File: src/dcol_pkg.sv
// Package: shared constants and types for the dual channel output latch
package dcol_pkg;
  localparam int POINT_COUNT = 32;
  localparam int DATA_WIDTH = 16;
  localparam int CHAN_COUNT = 2;
  localparam int DATA_LSB = 0;
  localparam int DATA_MSB = 15;
  localparam int SEL_FIRST_BIT = 16;
  localparam int SEL_SECOND_BIT = 17;
  localparam int WORD_ALIGN = 16;
  localparam logic [15:0] DATA_RESET = 16'h0000;
  localparam logic [31:0] POINTS_IDLE = 32'hFFFFFFFF;
  typedef logic [POINT_COUNT-1:0] dcol_points_t;
  typedef logic [DATA_WIDTH-1:0] dcol_data_t;
  typedef enum logic [1:0] {DCOL_MODE_MUX, DCOL_MODE_TABLE} dcol_mode_e;
endpackage : dcol_pkg

File: src/dcol_link_if.sv
// Interface: 32-point parallel output word from host to module
`timescale 1ns/100ps
interface dcol_link_if;
  import dcol_pkg::*;
  dcol_points_t points;
  logic write_stb;
  logic scan_stb;
  modport host (output points, output write_stb, output scan_stb);
  modport device (input points, input write_stb, input scan_stb);
endinterface : dcol_link_if

File: src/dcol_device.sv
// Module: device end, decodes host words into two channel holding registers
`timescale 1ns/100ps
module dcol_device (
  // Clock and reset
  input wire logic core_clk,
  input wire logic rst_n,
  // Host link
  dcol_link_if.device link,
  // Converter side
  output dcol_pkg::dcol_data_t chan1_out,
  output dcol_pkg::dcol_data_t chan2_out,
  output logic refresh_stb
);
  import dcol_pkg::*;

  // ----------------------------------------
  // Decode helpers
  // ----------------------------------------
  // Channel positions within the holding array
  localparam int CHAN_FIRST = 0;
  localparam int CHAN_SECOND = 1;

  // What one captured word asks for, from its two select bits
  typedef enum logic [1:0] {
    DCOL_PICK_FIRST,
    DCOL_PICK_SECOND,
    DCOL_PICK_BOTH,
    DCOL_PICK_NONE
  } dcol_pick_e;

  // Select bits are active low
  function automatic dcol_pick_e pick_of(input dcol_points_t w);
    logic first_low;
    logic second_low;
    first_low = ~w[SEL_FIRST_BIT];
    second_low = ~w[SEL_SECOND_BIT];
    if (first_low && second_low) begin
      pick_of = DCOL_PICK_BOTH;
    end else if (first_low) begin
      pick_of = DCOL_PICK_FIRST;
    end else if (second_low) begin
      pick_of = DCOL_PICK_SECOND;
    end else begin
      // Both high: a write that leaves both channels alone
      pick_of = DCOL_PICK_NONE;
    end
  endfunction : pick_of

  function automatic logic chan_hit(input dcol_pick_e p, input int idx);
    case (p)
      DCOL_PICK_BOTH: chan_hit = 1'b1;
      DCOL_PICK_FIRST: chan_hit = (idx == CHAN_FIRST);
      DCOL_PICK_SECOND: chan_hit = (idx == CHAN_SECOND);
      DCOL_PICK_NONE: chan_hit = 1'b0;
      default: chan_hit = 1'b0;
    endcase
  endfunction : chan_hit

  // Unsigned magnitude, bit 0 least significant
  function automatic dcol_data_t data_of(input dcol_points_t w);
    data_of = w[DATA_MSB:DATA_LSB];
  endfunction : data_of

  // ----------------------------------------
  // Word capture
  // ----------------------------------------
  // One register takes the whole word so data and selects stay paired
  dcol_points_t word;
  logic word_valid;
  always_ff @(posedge core_clk or negedge rst_n) begin
    if (!rst_n) begin
      word <= POINTS_IDLE;
      word_valid <= 1'b0;
    end else begin
      word_valid <= link.write_stb;
      if (link.write_stb) begin
        word <= link.points;
      end
    end
  end

  // ----------------------------------------
  // Write decode
  // ----------------------------------------
  dcol_pick_e word_pick;
  assign word_pick = pick_of(word);

  // ----------------------------------------
  // Holding registers
  // ----------------------------------------
  dcol_data_t hold [CHAN_COUNT];
  dcol_data_t next_hold [CHAN_COUNT];
  logic load [CHAN_COUNT];
  genvar gi;
  generate
    for (gi = 0; gi < CHAN_COUNT; gi++) begin : g_hold
      // Several writes per scan each land, so a table host loads both
      assign load[gi] = word_valid && chan_hit(word_pick, gi);
      assign next_hold[gi] = load[gi] ? data_of(word) : hold[gi];
      always_ff @(posedge core_clk or negedge rst_n) begin
        if (!rst_n) begin
          hold[gi] <= DATA_RESET;
        end else begin
          hold[gi] <= next_hold[gi];
        end
      end
    end
  endgenerate

  // ----------------------------------------
  // Scan refresh
  // ----------------------------------------
  // Refresh reads the next holding value, so a write still in capture
  // when scan_stb arrives reaches the outputs in that same scan
  always_ff @(posedge core_clk or negedge rst_n) begin
    if (!rst_n) begin
      chan1_out <= DATA_RESET;
      chan2_out <= DATA_RESET;
      refresh_stb <= 1'b0;
    end else begin
      refresh_stb <= link.scan_stb;
      if (link.scan_stb) begin
        chan1_out <= next_hold[CHAN_FIRST];
        chan2_out <= next_hold[CHAN_SECOND];
      end
    end
  end
endmodule : dcol_device

File: src/flat_wrapper.sv
// flat-port wrapper written by rule: the top's interface ports become plain ports
module dcol_device_flat import dcol_pkg::*;
  (core_clk, rst_n, chan1_out, chan2_out, refresh_stb, link_points, link_write_stb, link_scan_stb);
  dcol_link_if link_i ();
  input wire logic core_clk;
  input wire logic rst_n;
  output dcol_pkg::dcol_data_t chan1_out;
  output dcol_pkg::dcol_data_t chan2_out;
  output logic refresh_stb;
  input wire logic [$bits(link_i.points)-1:0] link_points;
  input wire logic [$bits(link_i.write_stb)-1:0] link_write_stb;
  input wire logic [$bits(link_i.scan_stb)-1:0] link_scan_stb;
  assign link_i.points = link_points;
  assign link_i.write_stb = link_write_stb;
  assign link_i.scan_stb = link_scan_stb;
  dcol_device u_core (.core_clk(core_clk), .rst_n(rst_n), .link(link_i), .chan1_out(chan1_out), .chan2_out(chan2_out), .refresh_stb(refresh_stb));
endmodule
File: config.mk
export PLATFORM = sky130hd
export DESIGN_NAME = dcol_device_flat
export DESIGN_NICKNAME = d
export VERILOG_FILES = /design/src/dcol_pkg.sv /design/src/dcol_link_if.sv /design/src/dcol_device.sv /design/src/flat_wrapper.sv
export SDC_FILE = /design/constraint.sdc
export NUM_CORES = 1
export LEC_CHECK = 0
export BUFFER_PORTS_ARGS = -buffer_cell sky130_fd_sc_hd__buf_4
export CORE_UTILIZATION = 55
export CTS_CLUSTER_SIZE = 30
export DETAILED_ROUTE_END_ITERATION = 12
export MAX_ROUTING_LAYER = met4
export PLACE_DENSITY_LB_ADDON = 0.1
export SYNTH_ARGS = -nofsm -noshare
export SYNTH_HDL_FRONTEND = slang
export SYNTH_SLANG_ARGS = --single-unit
File: constraint.sdc
create_clock -name core_clk -period 1.7 [get_ports core_clk]
set_input_delay 0.17 -clock core_clk [delete_from_list [all_inputs] [get_ports core_clk]]
set_output_delay 0.17 -clock core_clk [all_outputs]
set_load 0.02 [all_outputs]
==> impl_metrics.ini <==
[placed_design]
hpwl_um = 4480
place_congestion = 0.744
place_ws_ps = 415
io_buffers = 54

[sta]
finalCritPeriodShare_pct = 76.3
layout_setup_ws_ps = 403
setup_tns_ps = 0
setup_viol = 0
tightest_slew_ps = 425
rsz0062_at_grt = no
hold_violations = 0
relSlewSlack_pct = 71.6
max_freq_mhz = 771
drv_slew = 0
finalCriticalPeriod_ps = 1300
skew_ps = 9.67
hold_ws_ps = 46.8

[floorplan]
rows = 29
die_h_um = 85.0
start_util_pct = 58.3
ios = 69
core_area_um2 = 6490
die-area_um2 = 7220
dieWidth_um = 85.0

[clocking]
ctsHoldBuffers = 1
clk_path_buf_depth = 2
cts_setup_buffers = 0
path_clk_slew_ps = 80
clock-sinks = 84
clk_latency_ps = 350
cts_tree = done
cts_buffers = 9
cts-root-buf = clkbuf_8
cts.htree.levels = 3
cts_resized = 0

[logic_synthesis]
syn-num-nets = 327
post_synth.cell_area_avg_um2 = 13.0
synth_cell_types = 12
synthCells = 291
syn_area_um2 = 3790
seq_area_frac_synth_pct = 56.1
ys_ff_latch = 84
yosysWarnings = 0

[drt]
wl_per_cell_um = 17.3
drt_iter0_markers = 162
wl_um = 7320
dr.pass1.iters = 11
ant_nets = 0
via_count = 2468
vias_per_cell = 5.82
drc = 4

[grt]
track_usage_pct = 22.8
first_global_vias = 2463
grt_start_max_net_pins = 50
grt_overflow = 0
grt_first_pass_wirelength_um = 12200
grt_antenna_before_repair = 0

[pwr]
p_leak_nw = 2.04
p_per_area_nw_per_um2 = 1220
swShare_pct = 29.1
p_clk_share_pct = 25.6
ir_worst_vdd_mv = 0.708
p_switching_mw = 1.58
internal_power_mw = 3.85
combPwrFrac_pct = 24.8
seqPwrFrac_pct = 49.6

[layout]
diodes = 0
drive_gt1_share_pct = 43.8
multi_input_area_um2 = 1380
seq_area_um2 = 2120
syn2layout_area_growth_pct = 18.1
fill_cells = 476
final_nets = 379

[worst_hold_path]
min-delay-path-class = in2reg

[critical_path]
r2r_slack_ps = 400
slowest_delay_ps = 390
startpoint_type = flop
critPathKind = reg2reg
worstPathArrival_ps = 1540
cp-end-kind = flop
slowest_stage = dfrtp_1
cp_max_fo = 12
worstPathCellList = nor2b_4, buf_4, mux2_2
crit_required_ps = 1940

[flow_run]
cap_violations = 0

[run_status]
status = finished, violations left
violations = DRC
==> layout by cell type (no fill, tap or decap) <==
master	count
dfrtp_1	66
buf_4	63
inv_1	32
nand2_1	32
nand4b_1	32
o221ai_1	32
mux2_4	28
mux2_2	22
dfstp_2	18
clkbuf_8	10
buf_12	4
clkinv_2	3
nor2b_4	2
bufinv_16	1
clkinvlp_4	1
dlygate4sd3_1	1
==> stage by stage <==
step	instances	power (mW)	instance area [µm²]	util [%]
2_1_floorplan	291	3.55	3790	-
3_3_place_gp	408	4.04	4270	65.7
3_5_place_dp	408	4.08	4270	65.7
4_1_cts	424	5.49	4470	68.8
5_1_grt	424	5.71	4470	68.8
6_report	424	5.43	4470	68.8
==> worst paths after layout <==
check | to | startpoint | cells past startpoint
min in group asynchronous | u_core.chan1_out[7]$_DFFE_PN0P_ | rst_n | 2
worst max-delay path | u_core.hold[15]$_DFF_PN0_ | u_core.word_valid$_DFF_PN0_ | 3
worst min-delay path | u_core.word[12]$_DFFE_PN1P_ | link_points[12] | 2
worst max register to register | u_core.hold[15]$_DFF_PN0_ | u_core.word_valid$_DFF_PN0_ | 3
worst min register to register | u_core.hold[26]$_DFF_PN0_ | u_core.hold[26]$_DFF_PN0_ | 1
max in group asynchronous | u_core.word[10]$_DFFE_PN1P_ | rst_n | 3
==> sequential cells by signal (all words and copies together) (netlist names) <==
| register | flops |
|---|---|
| u_core.word_valid | 1 |
| u_core.word | 18 |
| u_core.chan1_out | 16 |
| u_core.chan2_out | 16 |
| u_core.hold | 32 |
| u_core.refresh_stb | 1 |
==> layer usage <==
| metal | up-vias | GRT usage, % | wire length (µm) |
|---|---|---|---|
| met5 | - | - | 0 |
| met4 | 0 | 7.86 | 98 |
| met3 | 7 | 6.32 | 353 |
| met2 | 65 | 34.0 | 3560 |
| met1 | 1255 | 30.2 | 3310 |
| li1 | 1141 | - | - |
==> logic make-up (layout without fill, tap and decap cells) <==
kind of cell / after synthesis / after routing / share of synthesized area [%]
AOI/OAI and AO/OA: 32 / 32 / 7.40
buffers and inverters: 59 / 115 / 7.53
muxes: 50 / 50 / 17.6
and+or+nand+nor: 66 / 66 / 11.3
DFF: 84 / 84 / 56.1
==> cell usage after synthesis, drive strengths merged <==
cell	instances	area [µm²]
mux2	50	668
o221ai	32	280
nand2	32	120
dfstp	18	473
inv	32	120
nand4b	32	280
buf	16	124
dfrtp	66	1650
nor2b	2	27.5
clkbuf	11	41.3
==> layout make-up <==
class / instances / area share [%]
clock buffers: 10 / 3.08
clock inverters: 5 / 1.18
flip-flops and latches: 84 / 47.5
repair buffers: 68 / 12.6
inverters: 32 / 2.69
multi-input cells: 148 / 30.8
well taps: 77 / 2.16
==> power by group through the flow <==
| stage | Clock, mW | Sequential, mW | Combinational [mW] |
|---|---|---|---|
| after floorplan | 0 | 2.87 | 0.681 |
| after global placement | 0 | 2.71 | 1.33 |
| after detailed placement | 0 | 2.72 | 1.36 |
| after CTS | 1.43 | 2.69 | 1.36 |
| after global routing | 1.50 | 2.74 | 1.46 |
| final | 1.39 | 2.69 | 1.35 |
==> worst max-delay path: cells and delay by family (launching register included) <==
kind                   cells  cell delay, ps
muxes                      1             360
DFF                        1             390
buffers and inverters      1             240
and+or+nand+nor            1             200
Power figures use the tool's default switching activity.
